===== src/pns_pkg.sv =====
// package for the position number start handshake block
package pns_pkg;
  localparam int PNS_POS_W_MAX = 9;
  localparam logic [1:0] PNS_PAT_RESET = 2'h0;
  localparam int PNS_SETUP_MS = 6;
  localparam int PNS_CLK_MHZ = 100;
  localparam int PNS_SETUP_CYC = PNS_SETUP_MS * 1000 * PNS_CLK_MHZ;
  localparam int PNS_DIST_W = 24;
  localparam logic [PNS_POS_W_MAX-1:0] PNS_POS_RESET = 9'h000;
  localparam logic [15:0] PNS_ADDR_CTRL = 16'h0000;
  localparam logic [15:0] PNS_ADDR_WIDTH = 16'h0004;
  localparam logic [15:0] PNS_ADDR_STAT = 16'h0008;
  localparam logic [15:0] PNS_ADDR_CPOS = 16'h000c;
  localparam logic [31:0] PNS_WIDTH_RESET = 32'h0000_0010;
  localparam logic [1:0] PNS_RESP_OKAY = 2'h0;
  localparam logic [1:0] PNS_RESP_SLVERR = 2'h2;
  localparam int PNS_CTRL_PAT_LSB = 0;
  localparam int PNS_CTRL_INP_BIT = 2;
  localparam int PNS_CTRL_SERVO_BIT = 3;
  typedef enum logic [2:0] {
    PNS_IDLE = 3'b000,
    PNS_HOME = 3'b001,
    PNS_MOVE = 3'b010,
    PNS_DONE = 3'b011
  } pns_state_t;
endpackage : pns_pkg


===== src/pns_axil_regs.sv =====
// axi4-lite register slave for the position handshake block
`timescale 1ns/100ps
module pns_axil_regs
  import pns_pkg::*;
(
  input wire logic clk,
  input wire logic rst,
  input wire logic [15:0] s_awaddr,
  input wire logic s_awvalid,
  output logic s_awready,
  input wire logic [31:0] s_wdata,
  input wire logic [3:0] s_wstrb,
  input wire logic s_wvalid,
  output logic s_wready,
  output logic [1:0] s_bresp,
  output logic s_bvalid,
  input wire logic s_bready,
  input wire logic [15:0] s_araddr,
  input wire logic s_arvalid,
  output logic s_arready,
  output logic [31:0] s_rdata,
  output logic [1:0] s_rresp,
  output logic s_rvalid,
  input wire logic s_rready,
  input wire logic [31:0] stat_in,
  input wire logic [31:0] cpos_in,
  output logic [31:0] ctrl,
  output logic [31:0] pos_width
);
  logic aw_q, aw_d, w_q, w_d, b_q, b_d, r_q, r_d;
  logic [15:0] awa_q, awa_d;
  logic [31:0] wd_q, wd_d, ctrl_q, ctrl_d, wid_q, wid_d, rd_q, rd_d;
  logic [3:0] ws_q, ws_d;
  logic [1:0] br_q, br_d, rr_q, rr_d;
  logic [31:0] merged;

  assign s_awready = !aw_q && !b_q;
  assign s_wready = !w_q && !b_q;
  assign s_bvalid = b_q;
  assign s_bresp = br_q;
  assign s_arready = !r_q;
  assign s_rvalid = r_q;
  assign s_rdata = rd_q;
  assign s_rresp = rr_q;
  assign ctrl = ctrl_q;
  assign pos_width = wid_q;

  always_comb
  begin
    aw_d = aw_q;
    w_d = w_q;
    b_d = b_q;
    r_d = r_q;
    awa_d = awa_q;
    wd_d = wd_q;
    ws_d = ws_q;
    br_d = br_q;
    rr_d = rr_q;
    rd_d = rd_q;
    ctrl_d = ctrl_q;
    wid_d = wid_q;
    merged = 32'h0000_0000;
    if (s_awvalid && s_awready)
    begin
      aw_d = 1'b1;
      awa_d = s_awaddr;
    end
    if (s_wvalid && s_wready)
    begin
      w_d = 1'b1;
      wd_d = s_wdata;
      ws_d = s_wstrb;
    end
    if (aw_q && w_q)
    begin
      aw_d = 1'b0;
      w_d = 1'b0;
      b_d = 1'b1;
      br_d = PNS_RESP_OKAY;
      for (int i = 0; i < 4; i++)
      begin
        merged[i*8 +: 8] = ws_q[i] ? wd_q[i*8 +: 8] : (awa_q == PNS_ADDR_CTRL ? ctrl_q[i*8 +: 8] : wid_q[i*8 +: 8]);
      end
      if (awa_q == PNS_ADDR_CTRL)
        ctrl_d = merged;
      else if (awa_q == PNS_ADDR_WIDTH)
        wid_d = merged;
      else if (awa_q != PNS_ADDR_STAT && awa_q != PNS_ADDR_CPOS)
        br_d = PNS_RESP_SLVERR;
    end
    if (b_q && s_bready)
      b_d = 1'b0;
    if (s_arvalid && s_arready)
    begin
      r_d = 1'b1;
      rr_d = PNS_RESP_OKAY;
      unique case (s_araddr)
        PNS_ADDR_CTRL: rd_d = ctrl_q;
        PNS_ADDR_WIDTH: rd_d = wid_q;
        PNS_ADDR_STAT: rd_d = stat_in;
        PNS_ADDR_CPOS: rd_d = cpos_in;
        default:
        begin
          rd_d = 32'h0000_0000;
          rr_d = PNS_RESP_SLVERR;
        end
      endcase
    end
    else if (r_q && s_rready)
      r_d = 1'b0;
  end

  always_ff @(posedge clk)
  begin
    if (rst)
    begin
      aw_q <= 1'b0;
      w_q <= 1'b0;
      b_q <= 1'b0;
      r_q <= 1'b0;
      awa_q <= 16'h0000;
      wd_q <= 32'h0000_0000;
      ws_q <= 4'h0;
      br_q <= PNS_RESP_OKAY;
      rr_q <= PNS_RESP_OKAY;
      rd_q <= 32'h0000_0000;
      ctrl_q <= 32'h0000_0000;
      wid_q <= PNS_WIDTH_RESET;
    end
    else
    begin
      aw_q <= aw_d;
      w_q <= w_d;
      b_q <= b_d;
      r_q <= r_d;
      awa_q <= awa_d;
      wd_q <= wd_d;
      ws_q <= ws_d;
      br_q <= br_d;
      rr_q <= rr_d;
      rd_q <= rd_d;
      ctrl_q <= ctrl_d;
      wid_q <= wid_d;
    end
  end
endmodule : pns_axil_regs


===== src/pns_top.sv =====
// position number start handshake: sequencer, outputs and register slave
`timescale 1ns/100ps
module pns_top
  import pns_pkg::*;
#(
  parameter int POS_W = PNS_POS_W_MAX,
  parameter int DIST_W = PNS_DIST_W
)
(
  input wire logic clk,
  input wire logic rst,
  input wire logic [POS_W-1:0] cmd_position_number,
  input wire logic start_request,
  output logic [POS_W-1:0] completed_position_number,
  output logic positioning_complete,
  output logic motion_active,
  output logic home_return_done,
  output logic move_launch,
  output logic [POS_W-1:0] move_target,
  output logic home_launch,
  input wire logic home_finished,
  input wire logic [DIST_W-1:0] remaining_distance,
  input wire logic motion_pending,
  input wire logic [15:0] s_awaddr,
  input wire logic s_awvalid,
  output logic s_awready,
  input wire logic [31:0] s_wdata,
  input wire logic [3:0] s_wstrb,
  input wire logic s_wvalid,
  output logic s_wready,
  output logic [1:0] s_bresp,
  output logic s_bvalid,
  input wire logic s_bready,
  input wire logic [15:0] s_araddr,
  input wire logic s_arvalid,
  output logic s_arready,
  output logic [31:0] s_rdata,
  output logic [1:0] s_rresp,
  output logic s_rvalid,
  input wire logic s_rready
);
  pns_state_t st_q, st_d;
  logic [31:0] ctrl, pos_width, stat_w, cpos_w;
  logic [1:0] pattern;
  logic inp_mode, servo_on, in_width;
  logic start_q, start_rise;
  logic home_q, home_d, positioning_complete_q, positioning_complete_d, move_q, move_d, launch_q, launch_d, hl_q, hl_d;
  logic [POS_W-1:0] tgt_q, tgt_d, cpos_q, cpos_d, last_q, last_d, pmask;
  logic [POS_W-1:0] out_pos;

  assign pattern = ctrl[PNS_CTRL_PAT_LSB +: 2];
  assign inp_mode = ctrl[PNS_CTRL_INP_BIT];
  assign servo_on = ctrl[PNS_CTRL_SERVO_BIT];
  // a wide width lets completion come while still moving
  assign in_width = {{(32-DIST_W){1'b0}}, remaining_distance} <= pos_width;
  // a start held high must not launch again
  assign start_rise = start_request && !start_q;

  // pattern width mask for both position buses
  always_comb
  begin
    pmask = '0;
    for (int i = 0; i < POS_W; i++)
    begin
      if (i < 6)
        pmask[i] = 1'b1;
      else if (i < 8)
        pmask[i] = (pattern == 2'h2) || (pattern == 2'h3);
      else
        pmask[i] = (pattern == 2'h3);
    end
  end

  always_comb
  begin
    st_d = st_q;
    home_d = home_q;
    positioning_complete_d = positioning_complete_q;
    move_d = move_q;
    tgt_d = tgt_q;
    cpos_d = cpos_q;
    last_d = last_q;
    launch_d = 1'b0;
    hl_d = 1'b0;
    if (!servo_on)
    begin
      st_d = PNS_IDLE;
      positioning_complete_d = 1'b0;
      move_d = 1'b0;
    end
    else
    begin
      unique case (st_q)
        PNS_IDLE, PNS_DONE:
        begin
          if (st_q == PNS_DONE && inp_mode)
            positioning_complete_d = in_width;
          // motion flag ends once the core has nothing pending
          if (!motion_pending)
            move_d = 1'b0;
          if (start_rise)
          begin
            tgt_d = cmd_position_number & pmask;
            positioning_complete_d = 1'b0;
            cpos_d = '0;
            if (!home_q)
            begin
              st_d = PNS_HOME;
              hl_d = 1'b1;
              move_d = 1'b1;
            end
            else
            begin
              st_d = PNS_MOVE;
              launch_d = 1'b1;
              move_d = ((cmd_position_number & pmask) != last_q);
            end
          end
        end
        PNS_HOME:
        begin
          if (home_finished)
          begin
            home_d = 1'b1;
            st_d = PNS_MOVE;
            launch_d = 1'b1;
          end
        end
        PNS_MOVE:
        begin
          if (start_rise)
          begin
            tgt_d = cmd_position_number & pmask;
            launch_d = 1'b1;
            move_d = 1'b1;
          end
          else if (!motion_pending && !launch_q)
            move_d = 1'b0;
          if (in_width && !launch_q && !start_request)
          begin
            st_d = PNS_DONE;
            positioning_complete_d = 1'b1;
            cpos_d = tgt_q;
            last_d = tgt_q;
          end
        end
        default:
          st_d = PNS_IDLE;
      endcase
    end
  end

  always_ff @(posedge clk)
  begin
    if (rst)
    begin
      st_q <= PNS_IDLE;
      start_q <= 1'b0;
      home_q <= 1'b0;
      positioning_complete_q <= 1'b0;
      move_q <= 1'b0;
      launch_q <= 1'b0;
      hl_q <= 1'b0;
      tgt_q <= '0;
      cpos_q <= '0;
      last_q <= '0;
    end
    else
    begin
      st_q <= st_d;
      start_q <= start_request;
      home_q <= home_d;
      positioning_complete_q <= positioning_complete_d;
      move_q <= move_d;
      launch_q <= launch_d;
      hl_q <= hl_d;
      tgt_q <= tgt_d;
      cpos_q <= cpos_d;
      last_q <= last_d;
    end
  end

  assign out_pos = move_q ? '0 : (cpos_q & pmask);
  assign completed_position_number = out_pos;
  assign positioning_complete = positioning_complete_q;
  assign motion_active = move_q && (pattern[1] == 1'b0);
  assign home_return_done = home_q;
  assign move_launch = launch_q;
  assign move_target = tgt_q;
  assign home_launch = hl_q;
  assign stat_w = {27'h000_0000, st_q == PNS_HOME, home_q, move_q, positioning_complete_q, st_q == PNS_MOVE};
  assign cpos_w = {{(32-POS_W){1'b0}}, out_pos};

  // register slave: control, width, status and completed number
  pns_axil_regs pns_axil_regs_inst (
    .clk(clk),
    .rst(rst),
    .s_awaddr(s_awaddr),
    .s_awvalid(s_awvalid),
    .s_awready(s_awready),
    .s_wdata(s_wdata),
    .s_wstrb(s_wstrb),
    .s_wvalid(s_wvalid),
    .s_wready(s_wready),
    .s_bresp(s_bresp),
    .s_bvalid(s_bvalid),
    .s_bready(s_bready),
    .s_araddr(s_araddr),
    .s_arvalid(s_arvalid),
    .s_arready(s_arready),
    .s_rdata(s_rdata),
    .s_rresp(s_rresp),
    .s_rvalid(s_rvalid),
    .s_rready(s_rready),
    .stat_in(stat_w),
    .cpos_in(cpos_w),
    .ctrl(ctrl),
    .pos_width(pos_width)
  );

  // handshake and output checks
  chk_drop_on_start: assert property (@(posedge clk) disable iff (rst)
    servo_on && start_rise && st_q != PNS_MOVE |=> !positioning_complete)
    else $error("complete not dropped at start");
  chk_hold_while_start: assert property (@(posedge clk) disable iff (rst)
    start_request && !$past(positioning_complete) && st_q == PNS_MOVE |=> !positioning_complete)
    else $error("complete rose while start held");
  chk_hold_number: assert property (@(posedge clk) disable iff (rst)
    start_request && st_q == PNS_MOVE |=> completed_position_number == '0)
    else $error("completed number shown while start held");
  chk_zero_moving: assert property (@(posedge clk) disable iff (rst)
    motion_active |-> completed_position_number == '0)
    else $error("completed number nonzero while moving");
  chk_done_number: assert property (@(posedge clk) disable iff (rst)
    $rose(positioning_complete) && !inp_mode |-> cpos_q == tgt_q)
    else $error("wrong completed number");
  chk_finish_complete: assert property (@(posedge clk) disable iff (rst)
    servo_on && st_q == PNS_MOVE && in_width && !launch_q && !start_request |=> positioning_complete)
    else $error("complete not raised inside width");
  chk_launch_start: assert property (@(posedge clk) disable iff (rst)
    servo_on && home_q && start_rise && st_q == PNS_IDLE |=> move_launch)
    else $error("no launch after start");
  chk_motion_start: assert property (@(posedge clk) disable iff (rst)
    servo_on && start_rise && st_q != PNS_HOME && (cmd_position_number & pmask) != last_q |=> move_q)
    else $error("motion flag not raised at start");
  chk_motion_drop: assert property (@(posedge clk) disable iff (rst)
    servo_on && st_q != PNS_HOME && !launch_q && !motion_pending && !start_rise |=> !move_q)
    else $error("motion flag held with nothing pending");
  chk_same_no_motion: assert property (@(posedge clk) disable iff (rst)
    servo_on && home_q && start_rise && st_q == PNS_DONE && (cmd_position_number & pmask) == last_q
    |=> !move_q && !positioning_complete)
    else $error("same position raised motion");
  chk_latch_hold: assert property (@(posedge clk) disable iff (rst)
    positioning_complete && !inp_mode && servo_on && !start_rise && st_q == PNS_DONE |=> positioning_complete)
    else $error("latched complete cleared");
  chk_servo_off: assert property (@(posedge clk) disable iff (rst)
    !servo_on |=> !positioning_complete && !move_q)
    else $error("complete kept with servo off");
  chk_inp_clear: assert property (@(posedge clk) disable iff (rst)
    st_q == PNS_DONE && inp_mode && servo_on && !in_width && !start_rise |=> !positioning_complete)
    else $error("in-position flag not cleared");
  chk_home_first: assert property (@(posedge clk) disable iff (rst)
    servo_on && !home_q && start_rise && st_q == PNS_IDLE |=> home_launch && !move_launch)
    else $error("home return skipped");
  chk_home_pulse: assert property (@(posedge clk) disable iff (rst)
    home_launch |=> !home_launch)
    else $error("home launch longer than one cycle");
  chk_home_to_move: assert property (@(posedge clk) disable iff (rst)
    servo_on && st_q == PNS_HOME && home_finished |=> move_launch && home_return_done)
    else $error("no move after home return");
  chk_no_relaunch: assert property (@(posedge clk) disable iff (rst)
    start_request && start_q |=> !move_launch || $past(st_q) == PNS_HOME)
    else $error("held start relaunched");
  chk_motion_pattern: assert property (@(posedge clk) disable iff (rst)
    pattern[1] |-> !motion_active)
    else $error("motion flag in pattern 2 or 3");
  chk_number_masked: assert property (@(posedge clk) disable iff (rst)
    (completed_position_number & ~pmask) == '0)
    else $error("completed number wider than pattern");

  // main scenarios
  cov_move_done: cover property (@(posedge clk) disable iff (rst) $rose(positioning_complete));
  cov_home: cover property (@(posedge clk) disable iff (rst) home_launch);
  cov_same_pos: cover property (@(posedge clk) disable iff (rst) move_launch && !motion_active);
  cov_early_complete: cover property (@(posedge clk) disable iff (rst) positioning_complete && motion_active);
  cov_inp_clear: cover property (@(posedge clk) disable iff (rst) inp_mode && $fell(positioning_complete));
endmodule : pns_top


===== config.mk =====
export PLATFORM = sky130hd
export DESIGN_NAME = pns_top
export DESIGN_NICKNAME = d
export VERILOG_FILES = /design/src/pns_pkg.sv /design/src/pns_axil_regs.sv /design/src/pns_top.sv
export SDC_FILE = /design/constraint.sdc
export NUM_CORES = 1
export LEC_CHECK = 0
export ABC_CLOCK_PERIOD_IN_PS = 2600
export BUFFER_PORTS_ARGS = -buffer_cell sky130_fd_sc_hd__buf_4
export CAP_MARGIN = 20
export CORE_MARGIN = 2
export CORE_UTILIZATION = 30
export DETAILED_ROUTE_END_ITERATION = 10
export HOLD_SLACK_MARGIN = 0.1
export SLEW_MARGIN = 20
export SYNTH_ARGS = -nofsm -noshare
export SYNTH_HDL_FRONTEND = slang
export SYNTH_HIERARCHICAL = 1
export SYNTH_SLANG_ARGS = --single-unit

===== constraint.sdc =====
create_clock -name clk -period 2.6 [get_ports clk]
set_input_delay 0.26 -clock clk [delete_from_list [all_inputs] [get_ports clk]]
set_output_delay 0.26 -clock clk [all_outputs]
set_load 0.02 [all_outputs]

==> run_results.csv, run 1 <==
group,metric,value,unit
synthesis,synth.most_common_cell,"dfxtp_1",
clock_network,cts_buffers,17,
global_routing,met1_usage,0.210,
hold_path,whs_path_depth,3,
die,start_util,0.304,
critical_path,cp_max_fo,4,
drt,first_pass_iters,5,
synthesis,synthTopCellsByCount,"dfxtp_1 (189), nand2_1 (163), nor2_1 (86), a21oi_1 (84), mux2i_1 (74)",
critical_path,setup.worst_path.end_class,"flip-flop",
clock_network,ctsLongestPathBuffers,2,
hold_path,hp-class,"in -> reg",
sta,period_share,0.962,
drt,drt_wl_total,24600,µm
sta,fmax,400,MHz
drt,via_per_inst,4.64,
clock_network,path_clk_slew,70,ps
critical_path,critPathSlowestCell,"a221o_1",
critical_path,reg2regPathDepth,9,
critical_path,cpLargestDelayFamily,"compound AO/OA/AOI/OAI gates",
sta,maxSlewHeadroom,0.530,
global_routing,grt_use_met2,0.282,
sta,rsz0062_at_grt,"no",
critical_path,cp_cell_sequence,"inv_1 > ha_1 > nand4_2 > nor2_1 > a221o_1 > o311a_1 > nor4b_4 > buf_4 > mux2i_1",
status,outcome,"finished clean",
synthesis,synth.area.top_cells,"dfxtp_1 (43%), mux2i_1 (8.5%), mux4_2 (8.2%)",
critical_path,crit_type,"reg -> reg",
synthesis,synthFlopType,"dfxtp_1",
global_routing,gr-usage-met3,0.0300,
layout,final_core_util,0.418,
die,die_w,175,µm
layout,drive_gt1_frac,0.237,
power,ir_worst_vdd,0.000401,V
sta,setup_tns,0,ps
sta,period_minus_slack,2500,ps
synthesis,synth_area,8740,µm²
global_routing,globalRoute.busiestLayer,"met2",
power,leakagePower,5.16,nW
global_routing,grt_pass1_wl,39300,µm
sta,setup_viol,0,
power,power_density,545,nW/µm²
placement,place_hpwl,17500,µm
drt,wl_per_cell,15.1,µm
synthesis,yosysWarnings,6,
clock_network,cts_root_buffer,"clkbuf_16",
die,core_area,28700,µm²
drt,first_iter_violations,377,
global_routing,grt_use_total,0.164,
clock_network,cts_tree,"built",
critical_path,cpPeakStageDelay,370,ps
global_routing,grt_start_max_net_pins,58,
synthesis,ys_ff_latch,189,
drt,vias,7546,
sta,clock_skew,10.2,ps
critical_path,crit_buf_inv,2,
synthesis,ys_types,59,
critical_path,worstPathArrival,2860,ps
clock_network,htree_num_levels,4,
synthesis,post_synth_inst_count,951,
clock_network,clk_latency,430,ps
global_routing,overflow,0,
placement,numPortBuffers,172,
layout,fin_nets,1367,
synthesis,synth_edf_count,0,
global_routing,grt_pass1_vias,7496,
sta,worst_slew_pin_slew,704,ps
synthesis,syn_avg_cell_area,9.19,µm²
die,fp.dieArea,30500,µm²
clock_network,clock_sinks,189,
layout,area_growth,37.2,%
sta,slew_violations,0,
layout,fillers,2883,
drt,drc_errors,0,
synthesis,yosysSeqAreaShare,0.433,
die,io_pins,175,
critical_path,critPathLaunchType,"flip-flop",
placement,gp_congestion,0.817,
synthesis,yosys.area.top_type_share,0.433,
run,cap_viol_max_count,0,
drt,antenna_left,0,
die,die_h,175,µm
power,power,6.53,mW
critical_path,crit_cells,9,
sta,hold_violations,0,
global_routing,antenna_found_initial,1,
die,num_rows,62,
critical_path,worstPathRequired,2960,ps
synthesis,yosysTopAreaCell,"dfxtp_1",
synthesis,async_flop_share,0,
stage by stage:
stage | worst slack (ps) | hold WS, ps | std cells | cell area, µm²
global placement | 124 | 436 | 1526 | 10600
floorplan | 359 | 359 | 1001 | 8930
CTS | 59.0 | 105 | 1621 | 11900
detailed placement | 83.9 | 443 | 1526 | 10600
finish | 99.0 | 121 | 1626 | 12000
global route | 7.28 | 128 | 1626 | 12000
logic make-up (layout without fill, tap and decap cells):
| family | after synthesis | after routing | synth area share |
|---|---|---|---|
| and+or+nand+nor | 351 | 351 | 0.192 |
| muxes | 107 | 107 | 0.169 |
| AOI/OAI and AO/OA | 156 | 156 | 0.106 |
| other | 2 | 53 | 0.000859 |
| xor gates and xnor gates | 7 | 7 | 0.00702 |
| adders and majority gates | 28 | 28 | 0.0401 |
| DFF | 189 | 189 | 0.433 |
| buffers and inverters | 111 | 351 | 0.0517 |
timing repair:
action | 4_1_cts | 5_1_grt
hold buffers | 63 | 0
setup buffers | 0 | 3
hold endpoints to repair | 63 | 0
gates resized for setup | 0 | 17
endpoints found under the setup margin | 0 | 16
sequential cells by signal, indices dropped and copies added (netlist names), 2 cells and up:
register	cells
pns_axil_regs_inst/s_rdata	32
cpos_q	9
pns_axil_regs_inst/ctrl	32
pns_axil_regs_inst/wd_q	32
st_q	2
move_target	9
pns_axil_regs_inst/awa_q	16
pns_axil_regs_inst/ws_q	4
last_q	9
pns_axil_regs_inst/pos_width	32
worst min-delay path, stage by stage:
cell and delay [ps]:
buf_4 120, nand3_1 70, a21oi_1 60
layer usage:
layer,part of all wire,up-vias
li1,-,3766
met1,0.46,3593
met2,0.49,164
met3,0.038,23
met4,0.014,0
met5,0,-
where the power goes:
part | switching [mW] | internal [mW] | total (mW)
clock network | 1.23 | 1.60 | 2.82
logic | 0.355 | 0.352 | 0.707
registers | 0.0480 | 2.95 | 3.00
total | 1.63 | 4.90 | 6.53
layout by cell type (no fill, tap or decap), types with 10 or more instances in the layout:
master,count
dlygate4sd3_1,63
buf_4,191
nor2_1,85
o21ai_0,37
nor2b_1,14
mux2i_1,74
conb_1,52
inv_1,62
ha_1,26
a221o_1,10
and2_1,14
clkbuf_16,17
nand2b_1,23
a21oi_1,82
nand2_1,162
mux4_2,32
dfxtp_1,184
cell type report:
cell class | count | area [µm²] | share of cell area
multi-input combinational | 701 | 4740 | 0.395
tap | 384 | 480 | 0.0401
inverter | 62 | 233 | 0.0194
clock buffer | 19 | 453 | 0.0378
sequential | 189 | 3790 | 0.316
clock inverter | 13 | 178 | 0.0148
timing repair buffer | 257 | 2120 | 0.176
antenna | 1 | 2.50 | 0.000209
worst paths after layout:
kind / start / slack, ps / to
max: pns_axil_regs_inst/pos_width[9]$_SDFFE_PP0P_ / 100 / last_q[8]$_SDFFE_PP0P_
min: cmd_position_number[7] / 120 / move_target[7]$_SDFFE_PP0P_
max reg2reg: pns_axil_regs_inst/pos_width[9]$_SDFFE_PP0P_ / 100 / last_q[8]$_SDFFE_PP0P_
min reg2reg: pns_axil_regs_inst/awa_q[9]$_SDFFE_PP0P_ / 450 / pns_axil_regs_inst/awa_q[9]$_SDFFE_PP0P_
Power figures use the tool's default switching activity.
==> run 2: changes to the inputs <==
--- a/config.mk
+++ b/config.mk
@@ -8,6 +8,7 @@
 export ABC_CLOCK_PERIOD_IN_PS = 2600
 export BUFFER_PORTS_ARGS = -buffer_cell sky130_fd_sc_hd__buf_4
 export CAP_MARGIN = 20
+export CORE_ASPECT_RATIO = 1.1
 export CORE_MARGIN = 2
 export CORE_UTILIZATION = 30
 export DETAILED_ROUTE_END_ITERATION = 10
==> run 2 against run 1 <==
Critical path depth unchanged. Via count down 1.6%. First-iteration DRC count shrank 0.80%. Sequential cell count unchanged. Clock skew up 0.77 ps. Wire length down 0.46%. Non-clock buffer count down 2. Hold slack lost 15 ps. Final cell count shrank 1.1%. Total power fell by 1.4%. Maximum frequency is 0.53% higher. Sequential power about the same. Largest power group unchanged.
==> run_results.csv, run 2 (synthesis results as in run 1) <==
group,metric,value,unit
critical_path,cpLargestDelayFamily,"compound AO/OA/AOI/OAI gates",
critical_path,worstPathArrival,2840,ps
power,ir_worst_vdd,0.000367,V
drt,wl_per_cell,15.2,µm
sta,clock_skew,11.0,ps
placement,place_hpwl,17600,µm
die,die_h,183,µm
hold_path,hold_path_end,"pns_axil_regs_inst/ws_q[3]$_SDFFE_PP0P_",
layout,fillers,2877,
global_routing,grt_pass1_wl,38500,µm
die,num_rows,65,
layout,final_common_cell,"buf_4",
die,fp.dieArea,30500,µm²
drt,antenna_left,0,
clock_network,htree_num_levels,4,
clock_network,cts_root_buffer,"clkbuf_16",
critical_path,setup.worst_path.end_class,"flip-flop",
drt,via_per_inst,4.62,
sta,maxSlewHeadroom,0.456,
global_routing,grt_use_total,0.159,
global_routing,grt_pass1_vias,7334,
critical_path,worstPathRequired,2950,ps
clock_network,clk_latency,430,ps
power,leakagePower,5.14,nW
sta,period_minus_slack,2490,ps
layout,fin_nets,1365,
critical_path,cp_cell_sequence,"inv_1 > ha_1 > a21oi_1 > o21ai_0 > a221o_1 > o311a_4 > nor4b_4 > buf_6 > mux2i_2",
global_routing,grt_start_max_net_pins,84,
clock_network,ctsLongestPathBuffers,2,
layout,drive_gt1_frac,0.247,
placement,dpl_cell_area,10600,µm²
layout,fin_area,12000,µm²
drt,first_iter_violations,374,
run,cap_viol_max_count,0,
hold_path,min_from,"s_wstrb[3]",
die,io_pins,175,
sta,fmax,402,MHz
placement,gp_congestion,0.805,
power,power,6.44,mW
die,start_util,0.304,
critical_path,critPathSlowestCell,"a221o_1",
status,outcome,"finished clean",
critical_path,cp_max_fo,5,
drt,first_pass_iters,5,
drt,drc_errors,0,
global_routing,antenna_found_initial,2,
layout,final_core_util,0.417,
critical_path,r2r_slack,110,ps
layout,mostFrequentLayoutCells,"buf_4 (195), dfxtp_1 (183), nand2_1 (162)",
placement,numPortBuffers,172,
die,core_area,28700,µm²
critical_path,crit_type,"reg -> reg",
power,power_density,538,nW/µm²
die,die_w,167,µm
hold_path,hp-class,"in -> reg",
sta,hold_violations,0,
clock_network,cts_buffers,17,
drt,vias,7424,
clock_network,cts_tree,"built",
critical_path,r2r-start,"pns_axil_regs_inst/pos_width[5]$_SDFFE_PP0P_",
sta,slew_violations,0,
critical_path,crit_buf_inv,2,
hold_path,whs_path_depth,3,
global_routing,overflow,0,
critical_path,cpPeakStageDelay,410,ps
drt,drt_wl_total,24500,µm
sta,period_share,0.957,
critical_path,startpoint,"pns_axil_regs_inst/pos_width[5]$_SDFFE_PP0P_",
clock_network,clock_sinks,189,
layout,area_growth,36.9,%
sta,setup_viol,0,
critical_path,critPathLaunchType,"flip-flop",
critical_path,reg2reg_to,"last_q[3]$_SDFFE_PP0P_",
sta,worst_slew_pin_slew,816,ps
clock_network,path_clk_slew,70,ps
critical_path,reg2regPathDepth,9,
-- run 2: cell types whose count changed in the layout (fill, tap and decap cells not counted), moves of 2 or more --
cell           before  now
buf_4             191  195
clkbuf_8            2    0
clkinv_4            2    0
clkinvlp_4          1    3
dlygate4sd3_1      63   58
ha_1               26   24
ha_4                2    4
inv_1              62   59
inv_2               0    3
-- run 2: stage by stage --
step	worst slack, ps	TNS, ps	hold slack, ps	cells
after floorplan	359	0	359	1001
after global placement	142	0	437	1511
after detailed placement	92.8	0	442	1511
after CTS	66.1	0	103	1601
after global routing	-24.1	-64.7	103	1608
final	112	0	106	1608
-- run 2: how the worst max path moves through the flow --
stage                     slack [ps]  cells after the start                endpoint
final                            110                      9  last_q[3]$_SDFFE_PP0P_
after global routing             -20                     10  last_q[3]$_SDFFE_PP0P_
after CTS                         70                      9  last_q[3]$_SDFFE_PP0P_
after detailed placement          90                      9  last_q[3]$_SDFFE_PP0P_
after global placement           140                      9  last_q[5]$_SDFFE_PP0P_
after floorplan                  360                      9  last_q[0]$_SDFFE_PP0P_
-- run 2: worst register-to-register path: stages (launching register included) --
cell and delay (ps):
dfxtp_2 340, inv_1 50, ha_1 280, a21oi_1 150
o21ai_0 90, a221o_1 410, o311a_4 350, nor4b_4 350
buf_6 200, mux2i_2 200
-- run 2: layout make-up --
type,count,area (µm²),area share
Antenna cell,1,2.50,0.000209
Tap cell,368,460,0.0385
Timing Repair Buffer,255,2080,0.174
Multi-Input combinational cell,701,4790,0.400
Clock inverter,14,180,0.0151
Sequential cell,189,3790,0.317
Clock buffer,18,429,0.0359
Inverter,62,233,0.0195
-- run 2: layer usage --
layer,wire length (µm),global-route usage,up-vias
li1,-,-,3755
met1,11100,0.200,3497
met2,12300,0.283,157
met3,934,0.0291,13
met4,206,0.0403,2
met5,13,0,-
-- run 2: where the power goes --
part | switching, mW | internal, mW | total [mW] | leakage, nW
registers | 0.0471 | 2.95 | 3.00 | 1.53
logic | 0.353 | 0.346 | 0.699 | 3.32
clock network | 1.20 | 1.54 | 2.74 | 0.292
-- run 2: repair_timing --
item,CTS,global route
hold endpoints to repair,57,0
endpoints found under the setup margin,0,18
setup buffers,0,5
hold buffers,58,0
gates resized for setup,0,27
==> run 3: changes to the inputs <==
--- a/config.mk
+++ b/config.mk
@@ -13,6 +13,7 @@
 export CORE_UTILIZATION = 30
 export DETAILED_ROUTE_END_ITERATION = 10
 export HOLD_SLACK_MARGIN = 0.1
+export RECOVER_POWER = 25
 export SLEW_MARGIN = 20
 export SYNTH_ARGS = -nofsm -noshare
 export SYNTH_HDL_FRONTEND = slang
==> run 3 against run 2 <==
The flow now finishes with violations (capacitance limit, slew limit). Maximum frequency increased by 0.13%. Worst setup slack better by 3.2 ps. Sequential share of layout area increased by 0.52 points. Register-to-register slack about the same. Critical path type unchanged. Wire length rose by 0.24%. Core utilization decreased by 0.68 points. Non-clock buffer count is the same. Final area is 1.6% lower. Clock power about the same. Sequential cell count unchanged.
==> run_results.csv, run 3 (synthesis results as in run 1) <==
group,metric,value,unit
critical_path,r2r_slack,120,ps
power,internal_power,4.83,mW
clock_network,cts_root_buffer,"clkbuf_16",
critical_path,r2r-start,"pns_axil_regs_inst/pos_width[5]$_SDFFE_PP0P_",
die,io_pins,175,
critical_path,critPathSlowestCell,"a221o_1",
sta,worst_slew_pin_slew,1580,ps
power,ir_worst_vdd,0.000367,V
critical_path,cpLargestDelayFamily,"compound AO/OA/AOI/OAI gates",
power,power_density,547,nW/µm²
run,cap_viol_max_count,1,
sta,hold_violations,0,
clock_network,clock_sinks,189,
clock_network,ctsLongestPathBuffers,2,
layout,drive_gt1_frac,0.206,
global_routing,grt_pass1_vias,7334,
drt,via_per_inst,4.63,
power,leakagePower,4.93,nW
critical_path,cp_cell_sequence,"inv_1 > ha_1 > a21oi_1 > o21ai_0 > a221o_1 > o311a_4 > nor4b_4 > buf_6 > mux2i_2",
drt,wl_per_cell,15.3,µm
drt,vias,7438,
critical_path,reg2reg_to,"last_q[3]$_SDFFE_PP0P_",
clock_network,path_clk_slew,70,ps
die,core_area,28700,µm²
drt,antenna_left,0,
placement,dp.cells,1511,
placement,numPortBuffers,172,
critical_path,crit_type,"reg -> reg",
critical_path,setup.worst_path.end_class,"flip-flop",
clock_network,clk_latency,430,ps
sta,fmax,402,MHz
sta,period_minus_slack,2480,ps
critical_path,crit_buf_inv,2,
power,p_comb_frac,0.108,
global_routing,grt_pass1_wl,38500,µm
hold_path,whs_path_depth,3,
critical_path,critPathLaunchType,"flip-flop",
sta,setup_viol,0,
drt,first_iter_violations,353,
critical_path,worstPathArrival,2830,ps
drt,drt_wl_total,24600,µm
global_routing,grt_use_total,0.159,
hold_path,hold_path_end,"pns_axil_regs_inst/ws_q[3]$_SDFFE_PP0P_",
die,die_w,167,µm
power,pwr-share-seq,0.466,
clock_network,cts_tree,"built",
die,die_h,183,µm
critical_path,reg2regPathDepth,9,
die,fp.dieArea,30500,µm²
hold_path,min_from,"s_wstrb[3]",
sta,hold_ws,106,ps
critical_path,worstPathRequired,2950,ps
placement,place_hpwl,17600,µm
layout,area_growth,34.6,%
sta,clock_skew,12.2,ps
layout,fillers,2934,
clock_network,htree_num_levels,4,
clock_network,cts_buffers,17,
global_routing,antenna_found_initial,2,
sta,slew_violations,84,
layout,fin_nets,1365,
layout,fin_cells,1608,
hold_path,hp-class,"in -> reg",
die,num_rows,65,
power,p_switching,1.60,mW
placement,gp_congestion,0.805,
status,violations,"capacitance limit, slew limit",
global_routing,overflow,0,
layout,final_common_cell,"dfxtp_1",
critical_path,cp_max_fo,5,
critical_path,cpPeakStageDelay,410,ps
sta,period_share,0.956,
power,p_sw_frac,0.249,
status,outcome,"finished, violations left",
die,start_util,0.304,
layout,mostFrequentLayoutCells,"dfxtp_1 (183), nand2_1 (162), buf_4 (142)",
sta,setup_tns,0,ps
global_routing,grt_start_max_net_pins,84,
drt,drc_errors,0,
drt,first_pass_iters,5,
power,clkPwrFrac,0.426,
sta,maxSlewHeadroom,-0.0562,
## run 3: cell types whose count changed in the layout (fill, tap and decap cells not counted), sizes merged
cell and delta:
buf -53, clkbuf +53
## run 3: metrics by stage
| step | setup WS [ps] | instance area [µm²] | power (mW) | util |
|---|---|---|---|---|
| floorplan | 359 | 8930 | 3.43 | - |
| global placement | 142 | 10600 | 3.68 | 0.370 |
| detailed placement | 92.8 | 10600 | 3.69 | 0.370 |
| CTS | 66.1 | 11800 | 6.51 | 0.411 |
| global route | -24.1 | 11800 | 6.71 | 0.410 |
| finish | 115 | 11800 | 6.44 | 0.410 |
## run 3: per-layer routing
layer | part of all wire | up-vias | global-route usage
met2 | 0.50 | 150 | 0.283
met3 | 0.034 | 15 | 0.0291
met4 | 0.0092 | 2 | 0.0403
li1 | - | 3759 | -
met1 | 0.46 | 3512 | 0.200
met5 | 0.00053 | - | 0
## run 3: area by class of cell
class,count,area (µm²),area share
well taps,368,460,0.0391
flip-flops and latches,189,3790,0.322
diodes,1,2.50,0.000213
multi-input cells,701,4790,0.407
inverters,62,233,0.0198
clock buffers,18,429,0.0365
clock inverters,14,180,0.0153
repair buffers,255,1880,0.160
## run 3: worst max path at each step
| stage | to | start | cells past startpoint | slack (ps) |
|---|---|---|---|---|
| after floorplan | last_q[0]$_SDFFE_PP0P_ | pns_axil_regs_inst/pos_width[14]$_SDFFE_PP0P_ | 9 | 360 |
| after global placement | last_q[5]$_SDFFE_PP0P_ | remaining_distance[14] | 9 | 140 |
| after detailed placement | last_q[3]$_SDFFE_PP0P_ | remaining_distance[14] | 9 | 90 |
| after CTS | last_q[3]$_SDFFE_PP0P_ | pns_axil_regs_inst/pos_width[14]$_SDFFE_PP0P_ | 9 | 70 |
| after global routing | last_q[3]$_SDFFE_PP0P_ | pns_axil_regs_inst/pos_width[12]$_SDFFE_PP0P_ | 10 | -20 |
| final | last_q[3]$_SDFFE_PP0P_ | pns_axil_regs_inst/pos_width[5]$_SDFFE_PP0P_ | 9 | 120 |
## run 3: tightest hold or removal path, delay by kind of cell
| kind | cells | cell delay [ps] |
|---|---|---|
| AOI/OAI and AO/OA | 1 | 50 |
| buffers and inverters | 1 | 120 |
| and+or+nand+nor | 1 | 50 |
## run 3: repair_timing
item | CTS | global route
hold buffers | 58 | 0
buffers inserted | 0 | 5
hold endpoints to repair | 57 | 0
setup endpoints to repair | 0 | 18
resized for setup | 0 | 27
## run 3: power groups by stage
| stage | Clock, mW | Sequential, mW | Combinational, mW |
|---|---|---|---|
| after floorplan | 0 | 3.06 | 0.368 |
| after global placement | 0 | 3.07 | 0.615 |
| after detailed placement | 0 | 3.07 | 0.622 |
| after CTS | 2.82 | 3.00 | 0.694 |
| after global routing | 2.93 | 3.01 | 0.765 |
| final | 2.74 | 3.00 | 0.694 |
